**src/shared/indirect_access_params.svh**
```systemverilog
// Offsets, field positions, reset values and steps of the indirect access block.
// Assumes an APB slave with 32-bit words; each register index sits at byte address index*4.
`ifndef INDIRECT_ACCESS_PARAMS_SVH
`define INDIRECT_ACCESS_PARAMS_SVH

// Register indices (byte address is four times the index)
`define IDX_ANA_CTL 10'h040
`define IDX_ANA_OFF 10'h041
`define IDX_ANA_DAT 10'h042
`define IDX_IB_CTL 10'h048
`define IDX_IB_ADR0 10'h049
`define IDX_IB_ADR1 10'h04A
`define IDX_IB_DAT0 10'h04B
`define IDX_IB_DAT3 10'h04E

// Analog control fields
`define ANA_SEL_LSB 2
`define ANA_SEL_MSB 4
`define ANA_INC_BIT 1
`define ANA_RDS_BIT 0

// Internal-bus control fields
`define IB_TGT_LSB 3
`define IB_TGT_MSB 4
`define IB_INC_BIT 2
`define IB_RD_BIT 1
`define IB_EN_BIT 0

// Reset values and address steps
`define RST_BYTE 8'h00
`define ANA_STEP 8'h01
`define IB_STEP_CTRL 16'h0004
`define IB_STEP_OTHER 16'h0001

`endif

```
**src/shared/indirect_access_pkg.sv**
```systemverilog
// Types shared by the indirect access block and its bus engine.
// Assumes the constants header is included alongside.
package indirect_access_pkg;

  // Analog target select codes
  typedef enum logic [2:0] {
    ANA_OFF = 3'h0,
    ANA_CH0 = 3'h1,
    ANA_CH1 = 3'h2,
    ANA_CH2 = 3'h3,
    ANA_SHARE = 3'h4,
    ANA_LINK_TX = 3'h5,
    ANA_ALL_CH = 3'h6
  } ana_sel_t;

  // Internal-bus targets
  typedef enum logic [1:0] {
    IB_CTRL_BUS = 2'h0,
    IB_IDENT_SRAM = 2'h1,
    IB_CFG_DATA = 2'h2,
    IB_DIE_ID = 2'h3
  } ib_target_t;

  // Bus engine states
  typedef enum logic [1:0] {
    ENG_IDLE = 2'h0,
    ENG_BUSY = 2'h1,
    ENG_DONE = 2'h2
  } eng_state_t;

endpackage : indirect_access_pkg

```
**src/verilog/internal_bus_engine.sv**
```systemverilog
// Request/acknowledge engine that runs one internal-bus access at a time.
// Assumes the far side answers ack_i on this clock, and holds rdata_i with it.
`timescale 1ns/1ps
`default_nettype none
`include "indirect_access_params.svh"

module internal_bus_engine import indirect_access_pkg::*; #(
  parameter int ADDR_W = 16,
  parameter int DATA_W = 32
) (
  input wire logic clk_i,
  input wire logic arst_n_i,
  input wire logic start_i,
  input wire logic write_i,
  input wire logic [1:0] target_i,
  input wire logic [ADDR_W-1:0] addr_i,
  input wire logic [DATA_W-1:0] wdata_i,
  input wire logic ack_i,
  input wire logic [DATA_W-1:0] rdata_i,
  output logic req_o,
  output logic write_o,
  output logic [1:0] target_o,
  output logic [ADDR_W-1:0] addr_o,
  output logic [DATA_W-1:0] wdata_o,
  output logic [DATA_W-1:0] rdata_o,
  output logic busy_o,
  output logic done_o
);

  eng_state_t state_q, state_d; // Engine phase
  logic req_d, write_d, busy_d, done_d; // Next values of flags
  logic [1:0] target_d;
  logic [ADDR_W-1:0] addr_d;
  logic [DATA_W-1:0] wdata_d, rdata_d;

  // Next-state logic: latch the request, hold it until acknowledged
  always_comb begin
    state_d = state_q;
    req_d = req_o;
    write_d = write_o;
    target_d = target_o;
    addr_d = addr_o;
    wdata_d = wdata_o;
    rdata_d = rdata_o;
    busy_d = busy_o;
    done_d = 1'b0;
    case (state_q)
      ENG_IDLE: begin
        // Latch everything so software may edit registers meanwhile
        if (start_i) begin
          req_d = 1'b1;
          write_d = write_i;
          target_d = target_i;
          addr_d = addr_i;
          wdata_d = wdata_i;
          busy_d = 1'b1;
          state_d = ENG_BUSY;
        end
      end
      ENG_BUSY: begin
        if (ack_i) begin
          req_d = 1'b0;
          if (!write_o) begin
            rdata_d = rdata_i;
          end
          done_d = 1'b1;
          state_d = ENG_DONE;
        end
      end
      ENG_DONE: begin
        // One idle cycle lets the owner clear its start request
        busy_d = 1'b0;
        state_d = ENG_IDLE;
      end
      default: begin
        req_d = 1'b0;
        busy_d = 1'b0;
        state_d = ENG_IDLE;
      end
    endcase
  end

  // State registers
  always_ff @(posedge clk_i or negedge arst_n_i) begin
    if (!arst_n_i) begin
      state_q <= ENG_IDLE;
      req_o <= 1'b0;
      write_o <= 1'b0;
      target_o <= 2'h0;
      addr_o <= '0;
      wdata_o <= '0;
      rdata_o <= '0;
      busy_o <= 1'b0;
      done_o <= 1'b0;
    end else begin
      state_q <= state_d;
      req_o <= req_d;
      write_o <= write_d;
      target_o <= target_d;
      addr_o <= addr_d;
      wdata_o <= wdata_d;
      rdata_o <= rdata_d;
      busy_o <= busy_d;
      done_o <= done_d;
    end
  end
endmodule : internal_bus_engine
`default_nettype wire

```
**src/verilog/indirect_register_access.sv**
```systemverilog
// Indirect register access block: analog indirect path and internal-bus window behind APB.
// Assumes APB on clk_i (50 MHz); analog and internal-bus targets run on the same clock.
`timescale 1ns/1ps
`default_nettype none
`include "indirect_access_params.svh"

module indirect_register_access import indirect_access_pkg::*; #(
  parameter int PADDR_W = 12
) (
  input wire logic clk_i,
  input wire logic arst_n_i,
  input wire logic psel_i,
  input wire logic penable_i,
  input wire logic pwrite_i,
  input wire logic [PADDR_W-1:0] paddr_i,
  input wire logic [31:0] pwdata_i,
  output logic [31:0] prdata_o,
  output logic pready_o,
  output logic pslverr_o,
  output logic [4:0] ana_chan_sel_o,
  output logic [7:0] ana_offset_o,
  output logic [7:0] ana_wdata_o,
  output logic ana_wr_o,
  output logic ana_rd_o,
  input wire logic [7:0] ana_rdata_i,
  output logic ib_req_o,
  output logic ib_write_o,
  output logic [1:0] ib_target_o,
  output logic [15:0] ib_addr_o,
  output logic [31:0] ib_wdata_o,
  output logic ib_busy_o,
  input wire logic ib_ack_i,
  input wire logic [31:0] ib_rdata_i
);

  // Address decode
  logic [9:0] idx; // Word index of the access
  logic aligned, mapped, setup, wr_acc, rd_acc;
  logic hit_actl, hit_aoff, hit_adat, hit_ictl, hit_adr0, hit_adr1;
  logic [3:0] hit_dat; // One per data byte

  // Software-visible state
  logic [2:0] ana_sel_q, ana_sel_d;
  logic ana_inc_q, ana_inc_d, ana_rds_q, ana_rds_d;
  logic [7:0] ana_off_d, ana_wdat_d;
  logic ana_wr_d, ana_rd_d;
  logic [4:0] chan_d; // Decoded analog block selects
  logic sel_valid; // Select holds a routable code
  logic ib_en_q, ib_en_d, ib_inc_q, ib_inc_d, ib_rd_q, ib_rd_d;
  logic [1:0] ib_tgt_q, ib_tgt_d;
  logic [15:0] ib_adr_q, ib_adr_d;
  logic [3:0][7:0] ib_dat_q, ib_dat_d;
  logic wr_pend_q, wr_pend_d; // Internal write waiting for the engine
  logic [31:0] prdata_d;
  logic pready_d, pslverr_d;
  logic [7:0] rbyte; // Byte returned by a read

  // Engine side
  logic eng_start, eng_done;
  logic [31:0] eng_rdata;

  assign idx = paddr_i[PADDR_W-1:2];
  assign aligned = (paddr_i[1:0] == 2'h0);
  assign hit_actl = aligned && (idx == `IDX_ANA_CTL);
  assign hit_aoff = aligned && (idx == `IDX_ANA_OFF);
  assign hit_adat = aligned && (idx == `IDX_ANA_DAT);
  assign hit_ictl = aligned && (idx == `IDX_IB_CTL);
  assign hit_adr0 = aligned && (idx == `IDX_IB_ADR0);
  assign hit_adr1 = aligned && (idx == `IDX_IB_ADR1);
  assign mapped = hit_actl || hit_aoff || hit_adat || hit_ictl || hit_adr0 || hit_adr1 || (|hit_dat);
  assign setup = psel_i && !penable_i;
  assign wr_acc = psel_i && penable_i && pready_o && pwrite_i;
  assign rd_acc = psel_i && penable_i && pready_o && !pwrite_i;
  // Codes 7 and 0 route nowhere
  assign sel_valid = (ana_sel_q != ANA_OFF) && (ana_sel_q != 3'h7);

  // Per-channel select: own code or the broadcast code
  for (genvar g = 0; g < 4; g++) begin : g_dat_hit
    assign hit_dat[g] = aligned && (idx == `IDX_IB_DAT0 + 10'(g));
  end
  for (genvar c = 0; c < 3; c++) begin : g_chan
    assign chan_d[c] = (ana_sel_q == 3'(c + 1)) || (ana_sel_q == ANA_ALL_CH);
  end
  assign chan_d[3] = (ana_sel_q == ANA_SHARE);
  assign chan_d[4] = (ana_sel_q == ANA_LINK_TX);
  assign eng_start = ib_en_q && (ib_rd_q || wr_pend_q);

  // Read mux: analog data is sampled live from the selected block
  always_comb begin
    rbyte = 8'h00;
    if (hit_actl) begin
      rbyte = {3'h0, ana_sel_q, ana_inc_q, ana_rds_q};
    end else if (hit_aoff) begin
      rbyte = ana_offset_o;
    end else if (hit_adat) begin
      rbyte = sel_valid ? ana_rdata_i : 8'h00;
    end else if (hit_ictl) begin
      rbyte = {3'h0, ib_tgt_q, ib_inc_q, ib_rd_q, ib_en_q};
    end else if (hit_adr0) begin
      rbyte = ib_adr_q[7:0];
    end else if (hit_adr1) begin
      rbyte = ib_adr_q[15:8];
    end else begin
      for (int b = 0; b < 4; b++) begin
        if (hit_dat[b]) begin
          rbyte = ib_dat_q[b];
        end
      end
    end
  end

  // Next values of all software-visible state
  always_comb begin
    ana_sel_d = ana_sel_q;
    ana_inc_d = ana_inc_q;
    ana_rds_d = ana_rds_q;
    ana_off_d = ana_offset_o;
    ana_wdat_d = ana_wdata_o;
    ana_wr_d = 1'b0;
    ana_rd_d = 1'b0;
    ib_en_d = ib_en_q;
    ib_inc_d = ib_inc_q;
    ib_rd_d = ib_rd_q;
    ib_tgt_d = ib_tgt_q;
    ib_adr_d = ib_adr_q;
    ib_dat_d = ib_dat_q;
    wr_pend_d = wr_pend_q;
    // Bus answer: one access cycle, data captured in the setup cycle
    pready_d = setup;
    pslverr_d = setup && !mapped;
    prdata_d = setup ? {24'h0, rbyte} : prdata_o;
    // Analog write strobe done: step past the written register
    if (ana_wr_o && ana_inc_q) begin
      ana_off_d = ana_offset_o + `ANA_STEP;
    end
    // Finished internal access: result, self-clear, address step
    if (eng_done) begin
      if (ib_write_o) begin
        wr_pend_d = 1'b0;
      end else begin
        ib_dat_d = eng_rdata;
        ib_rd_d = 1'b0;
      end
      if (ib_inc_q) begin
        ib_adr_d = ib_adr_q + ((ib_tgt_q == IB_CTRL_BUS) ? `IB_STEP_CTRL : `IB_STEP_OTHER);
      end
    end
    // Analog data read: step offset, then prefetch the next one
    if (rd_acc && hit_adat && sel_valid && ana_inc_q) begin
      ana_off_d = ana_offset_o + `ANA_STEP;
      ana_rd_d = ana_rds_q;
    end
    // Software writes come last so they win over hardware updates
    if (wr_acc) begin
      if (hit_actl) begin
        ana_sel_d = pwdata_i[`ANA_SEL_MSB:`ANA_SEL_LSB];
        ana_inc_d = pwdata_i[`ANA_INC_BIT];
        ana_rds_d = pwdata_i[`ANA_RDS_BIT];
      end
      if (hit_aoff) begin
        ana_off_d = pwdata_i[7:0];
        ana_rd_d = ana_rds_q && sel_valid;
      end
      if (hit_adat) begin
        ana_wdat_d = pwdata_i[7:0];
        ana_wr_d = sel_valid;
      end
      if (hit_ictl) begin
        ib_tgt_d = pwdata_i[`IB_TGT_MSB:`IB_TGT_LSB];
        ib_inc_d = pwdata_i[`IB_INC_BIT];
        ib_rd_d = pwdata_i[`IB_RD_BIT] || (ib_rd_q && !eng_done);
        ib_en_d = pwdata_i[`IB_EN_BIT];
      end
      if (hit_adr0) begin
        ib_adr_d[7:0] = pwdata_i[7:0];
      end
      if (hit_adr1) begin
        ib_adr_d[15:8] = pwdata_i[7:0];
      end
      for (int b = 0; b < 4; b++) begin
        if (hit_dat[b]) begin
          ib_dat_d[b] = pwdata_i[7:0];
        end
      end
      // Top data byte launches a write; the last two targets are read only
      if (hit_dat[3] && ib_en_q && !ib_tgt_q[1]) begin
        wr_pend_d = 1'b1;
      end
    end
  end

  // Register all state; control defaults to zero
  always_ff @(posedge clk_i or negedge arst_n_i) begin
    if (!arst_n_i) begin
      ana_sel_q <= 3'h0;
      ana_inc_q <= 1'b0;
      ana_rds_q <= 1'b0;
      ana_offset_o <= `RST_BYTE;
      ana_wdata_o <= `RST_BYTE;
      ana_wr_o <= 1'b0;
      ana_rd_o <= 1'b0;
      ana_chan_sel_o <= 5'h00;
      ib_en_q <= 1'b0;
      ib_inc_q <= 1'b0;
      ib_rd_q <= 1'b0;
      ib_tgt_q <= 2'h0;
      ib_adr_q <= 16'h0000;
      ib_dat_q <= 32'h00000000;
      wr_pend_q <= 1'b0;
      prdata_o <= 32'h00000000;
      pready_o <= 1'b0;
      pslverr_o <= 1'b0;
    end else begin
      ana_sel_q <= ana_sel_d;
      ana_inc_q <= ana_inc_d;
      ana_rds_q <= ana_rds_d;
      ana_offset_o <= ana_off_d;
      ana_wdata_o <= ana_wdat_d;
      ana_wr_o <= ana_wr_d;
      ana_rd_o <= ana_rd_d;
      ana_chan_sel_o <= chan_d;
      ib_en_q <= ib_en_d;
      ib_inc_q <= ib_inc_d;
      ib_rd_q <= ib_rd_d;
      ib_tgt_q <= ib_tgt_d;
      ib_adr_q <= ib_adr_d;
      ib_dat_q <= ib_dat_d;
      wr_pend_q <= wr_pend_d;
      prdata_o <= prdata_d;
      pready_o <= pready_d;
      pslverr_o <= pslverr_d;
    end
  end

  // Internal-bus engine; writes have priority over a pending read
  internal_bus_engine #(
    .ADDR_W(16),
    .DATA_W(32)
  ) u_engine (
    .clk_i(clk_i),
    .arst_n_i(arst_n_i),
    .start_i(eng_start),
    .write_i(wr_pend_q),
    .target_i(ib_tgt_q),
    .addr_i(ib_adr_q),
    .wdata_i(ib_dat_q),
    .ack_i(ib_ack_i),
    .rdata_i(ib_rdata_i),
    .req_o(ib_req_o),
    .write_o(ib_write_o),
    .target_o(ib_target_o),
    .addr_o(ib_addr_o),
    .wdata_o(ib_wdata_o),
    .rdata_o(eng_rdata),
    .busy_o(ib_busy_o),
    .done_o(eng_done)
  );
endmodule : indirect_register_access
`default_nettype wire

```
**config.mk**
```make
export PLATFORM = sky130hd
export DESIGN_NAME = indirect_register_access
export DESIGN_NICKNAME = d
export VERILOG_FILES = /design/src/shared/indirect_access_pkg.sv /design/src/verilog/internal_bus_engine.sv /design/src/verilog/indirect_register_access.sv
export VERILOG_INCLUDE_DIRS = /design/src /design/src/shared
export SDC_FILE = /design/constraint.sdc
export NUM_CORES = 1
export LEC_CHECK = 0
export ABC_AREA = 1
export BUFFER_PORTS_ARGS = -buffer_cell sky130_fd_sc_hd__buf_2
export CELL_PAD_IN_SITES_DETAIL_PLACEMENT = 1
export CELL_PAD_IN_SITES_GLOBAL_PLACEMENT = 1
export CORE_UTILIZATION = 44
export DETAILED_ROUTE_END_ITERATION = 12
export GPL_TIMING_DRIVEN = 0
export PLACE_DENSITY = 0.89
export SYNTH_ARGS = -nofsm -noshare
export SYNTH_HDL_FRONTEND = slang
export SYNTH_SLANG_ARGS = --single-unit
export TNS_END_PERCENT = 50
```
**constraint.sdc**
```tcl
create_clock -name clk_i -period 3.66 [get_ports clk_i]
set_input_delay 0.732 -clock clk_i [delete_from_list [all_inputs] [get_ports clk_i]]
set_output_delay 0.732 -clock clk_i [all_outputs]
set_load 0.01 [all_outputs]
```
Word-level counts from Yosys, hierarchy flattened
Index checks and enable logic that the tools add are counted.

Input bits: 90. Register bits after elaboration: 180.

Reductions and logical operators: 55. $add $sub $neg: 2. Multiplexer cells: 50. Eq/ne operators: 21. Bitwise logic cells: 3.

Operator list (number): $mux 8 (21); $eq 10x7->1 const B (10); $mux 32 (3); $mux 16 (3); $logic_and 1x1->1 (26); $mux 1 (17); $add 16x3->16 (1); $reduce_and 2->1 (6); $logic_or 1x1->1 (11); $eq 3x3->1 const B (3); $add 8x1->8 const B (1); $eq 3x2->1 const B (2); $logic_not 2->1 (3); $reduce_and 3->1 (2); $logic_not 1->1 (5); $mux 2 (2); $ne 2x2->1 const B (2); $pmux 2 s2 (1); $reduce_or 4->1 (1); $eq 3x1->1 const B (1); $mux 3 (1); $ne 3x3->1 const B (1); $not 1->1 (3); $pmux 1 s3 (1); other kinds (4) (4).

Logic depth before layout (Yosys ltp)
Depth after elaboration: 12. Depth in mapped cells: 15. Depth with buffers taken out: 15.

By module
From an unflattened synthesis, not the netlist that was laid out.

Cells, all modules: 1190. Area total of the unflattened synthesis: 9215.1 µm².

Modules (own cells, without submodules): indirect_register_access (instances 1, area each 5736.8 µm², sequential area each 2302.2 µm², cells an instance 812); internal_bus_engine (instances 1, area each 3478.3 µm², sequential area each 2202.1 µm², cells an instance 378).

Least setup slack after synthesis
OpenSTA, ideal clock, no wires.

Kind: in2reg. Start: input paddr_i[11]. End: register prdata_o[2]. Library setup time: 119 ps. Data arrival time: 1859 ps. Stages on the path: 12. Buffers on the path: 0. Path slack: 1682 ps. Cell sequence: nor2_2 > nand2_4 > nor2_8 > inv_6 > nor2_8 > inv_2 > o21ai_0 > inv_1 > nand2_1 > nand2_1 > nand2_1 > nand2_1.

Longest elaborated chain between the ends: 12. Elaborated cells on any way between the ends: 30. Those cells by class: eq/ne: 10; mux: 10; reduce/logical: 10.

Ends and longest elaborated chain: start: declaration (line indirect_register_access.sv:15) `input wire logic [PADDR_W-1:0] paddr_i,`; $eq 10x7->1 (line indirect_register_access.sv:79) `` assign hit_dat[g] = aligned && (idx == `IDX_IB_DAT0 + 10'(g)); ``; $logic_and 1x1->1 (line indirect_register_access.sv:79); $mux 8 (4 in series) (line indirect_register_access.sv:105) `if (hit_dat[b]) begin`; $mux 8 (line indirect_register_access.sv:101) `end else if (hit_adr1) begin`; $mux 8 (line indirect_register_access.sv:99) `end else if (hit_adr0) begin`; $mux 8 (line indirect_register_access.sv:97) `end else if (hit_ictl) begin`; $mux 8 (line indirect_register_access.sv:95) `end else if (hit_adat) begin`; $mux 8 (line indirect_register_access.sv:93) `end else if (hit_aoff) begin`; $mux 8 * (line indirect_register_access.sv:91) `if (hit_actl) begin`; end signal: assignment (line indirect_register_access.sv:229) `prdata_o <= prdata_d;`; end: declaration (line indirect_register_access.sv:17) `output logic [31:0] prdata_o,`.

Mark *: on every way between the ends. The rest lies on a longest branch, timed or not. A chain may end at the register's enable or synchronous reset.

Worst setup path in the final report
Start: input penable_i. End: register ana_wdata_o[5].

Longest elaborated chain between the ends: 4.

Ends and longest elaborated chain: start: declaration (line indirect_register_access.sv:13) `input wire logic penable_i,`; $logic_and 1x1->1 (3 in series) (line indirect_register_access.sv:72) `assign wr_acc = psel_i && penable_i && pready_o && pwrite_i;`; $reduce_and 2->1 (no source line); end signal: assignment (line indirect_register_access.sv:199) `` ana_wdata_o <= `RST_BYTE; ``; end signal: assignment (line indirect_register_access.sv:218) `ana_wdata_o <= ana_wdat_d;`; end: declaration (line indirect_register_access.sv:22) `output logic [7:0] ana_wdata_o,`.

No other way between the ends.

==> out/results.ini <==
[run_status]
outcome = complete, no violations

[clock_network]
cts_buffer_depth = 2
cts-root-buf = clkbuf_16
cts_buffers = 17
path_clk_slew_ps = 70
clock-sinks = 180
cts_hold_buf = 0
cts_resized = 0
htreeDepth = 4
cts_tree = built
post_cts_buffers = 0
clk_latency_ps = 440

[floorplan]
core_area_um2 = 20200
die_h_um = 145
placementRows = 52
dieArea_um2 = 21100
die_width_um = 145
io_pins = 200
start_util_pct = 44.8

[place]
place_ws_ps = 940
gp_congestion = 0.895
port_buffers = 148
dp_hpwl_um = 21700

[global_route]
grt_antenna_before_repair = 1
grt_max_degree = 96
overflow = 0
grt_pass1_wl_um = 46700
first_global_vias = 8467
track_usage_pct = 29.1

[timing]
final.setup_skew_ps = 8.91
finalMaxSlewViolations = 0
timing.final.ws_setup_ps = 1360
worst_slew_pin_slew_ps = 878
fin_crit_sh_pct = 62.9
min_period_ps = 2300
grt_setup_unrepaired = false
slew_headroom_pct = 41.5
setup-violations-final = 0
holdWs_ps = 292
finalHoldViolCount = 0
timing.fmax_mhz = 434

[worst_setup_path]
crit_family = simple AND/OR/NAND/NOR gates
reg2reg_from = pready_o$_DFF_PN0_
slowest_stage = nor2_2
r2r_slack_ps = 1370
crit_fanout = 10
crit_path_max_incr_delay_ps = 570
worstPathArrival_ps = 2590
required_ps = 3940
cp-end-kind = register
crit_chain = buf_2 > nand3_1 > nor2_2 > nand3_1 > clkbuf_1 > nand2_1 > o21ai_0
r2r_cells = 6
crit_top_cell = nand3_1
startpoint_type = primary input
worst-setup-path-type = in -> reg
r2r_end = ana_wdata_o[5]$_DFFE_PN0P_
critPathBufInv = 2

[synthesis]
synth_flop_cell = dfrtp_1
ys_ff_latch = 180
yosys_warnings = 0
async_flop_share_pct = 100
synth_edf_count = 0
syn_area_per_cell_um2 = 8.88
synth_top_area_share_pct = 49.9
synth_top_area_cell = dfrtp_1
synth.distinct_cells = 45
synth_seq_area_share_pct = 49.9
synth_area_um2 = 9030
yosysMostFrequentCell = nand2_1
synth_area_leaders = dfrtp_1, nand2_1, mux2_2
netlist_top_cells_count = nand2_1, dfrtp_1, inv_1
synthCells = 1017

[drt]
postRouteWirelength_um = 29800
vias = 8050
drt_iter0_markers = 527
via_per_inst = 5.40
dr.pass1.iters = 5
wire_per_inst_um = 20.0
ant_nets = 0
drc = 0

[final_layout]
area_growth_pct = 19.8
nNetsFinal = 1302
insertedDiodeCount = 0
fin_util_pct = 53.6
drive_gt1_share_pct = 26.8

[power]
power_w = 0.00423
ir_worst_vdd_mv = 0.331
leakage_nw = 5.94
power_density_nw_per_um2 = 391

[run]
max_cap_viol_count = 0

[worst_hold_path]
hold_path_class = in -> async

-- area by class of cell --
class / instances / area (um2)
fillers: 2489 / 9360
flip-flops and latches: 180 / 4500
multi-input cells: 692 / 3830
repair buffers: 149 / 778
clock buffers: 19 / 443
inverters: 108 / 415
plain buffers: 60 / 358
well taps: 270 / 338
clock inverters: 13 / 138
-- flip-flops by register name, indices dropped and copies added, names as in the netlist, 5 cells and up --
register          flops
ib_dat_q             32
u_engine.rdata_o     32
u_engine.wdata_o     32
ib_adr_q             16
u_engine.addr_o      16
ana_offset_o          8
ana_wdata_o           8
prdata_o              8
ana_chan_sel_o        5
-- stage by stage --
step                instance area, um2  std cells  setup TNS [ps]
floorplan                         9110       1040               0
global placement                 10200       1458         -175670
detailed placement               10200       1459               0
CTS                              10800       1491               0
global route                     10800       1491               0
finish                           10800       1491               0
-- worst max path at each step --
stage	start	slack [ps]	endpoint	cells after the start
2_1_floorplan	paddr_i[11]	1680	prdata_o[2]$_DFFE_PN0P_	12
3_3_place_gp	arst_n_i	-990	u_engine.addr_o[7]$_DFFE_PN0P_	1
3_5_place_dp	penable_i	940	ana_wdata_o[0]$_DFFE_PN0P_	6
4_1_cts	penable_i	1370	ana_wdata_o[5]$_DFFE_PN0P_	7
5_1_grt	ib_tgt_q[1]$_DFFE_PN0P_	1200	ib_adr_q[12]$_DFF_PN0_	13
6_report	penable_i	1360	ana_wdata_o[5]$_DFFE_PN0P_	7
-- worst register-to-register path, cell delays in order, from the launching register on --
cell      delay [ps]
dfrtp_1          360
nand3_1          120
nor2_2           580
nand3_1          440
clkbuf_1         390
nand2_1          140
o21ai_0          110
-- layout by cell type (no fill, tap or decap), types with 9 or more instances in the layout --
cell         n
buf_4       26
o21ai_0     66
inv_1       99
buf_2      157
o21ai_1     15
nor2_1      78
o21ai_2      9
conb_1      24
xor2_1      13
a21oi_1     30
dfrtp_1    180
clkbuf_16   17
clkbuf_1    19
mux2_2      55
a31oi_1     32
nand2_1    230
nand3_1     63
-- cell families (layout without fill, tap and decap cells) --
family | after synthesis | count (layout) | synth area share [%]
AOI/OAI and AO/OA | 168 | 168 | 10.6
and+or+nand+nor | 428 | 428 | 22.2
buffers and inverters | 168 | 349 | 8.57
other | 1 | 24 | 0.0415
DFF | 180 | 180 | 49.9
muxes | 55 | 55 | 6.86
adders and majority gates | 4 | 4 | 0.554
xor gates and xnor gates | 13 | 13 | 1.26
-- power by group --
group	internal, W	total, W	switching (W)
sequential	0.00206	0.00212	0.0000595
combinational	0.000104	0.000276	0.000173
clock	0.000979	0.00184	0.000859
-- per-layer routing --
layer | global-route usage (%) | up-vias | share of wire (%)
met4 | 15.0 | 2 | 4.2
met2 | 49.7 | 316 | 51
met1 | 35.3 | 3984 | 40
li1 | - | 3663 | -
met3 | 4.91 | 85 | 5.5
met5 | 0 | - | 0.027
No activity file was read; power rests on OpenSTA's default activity.
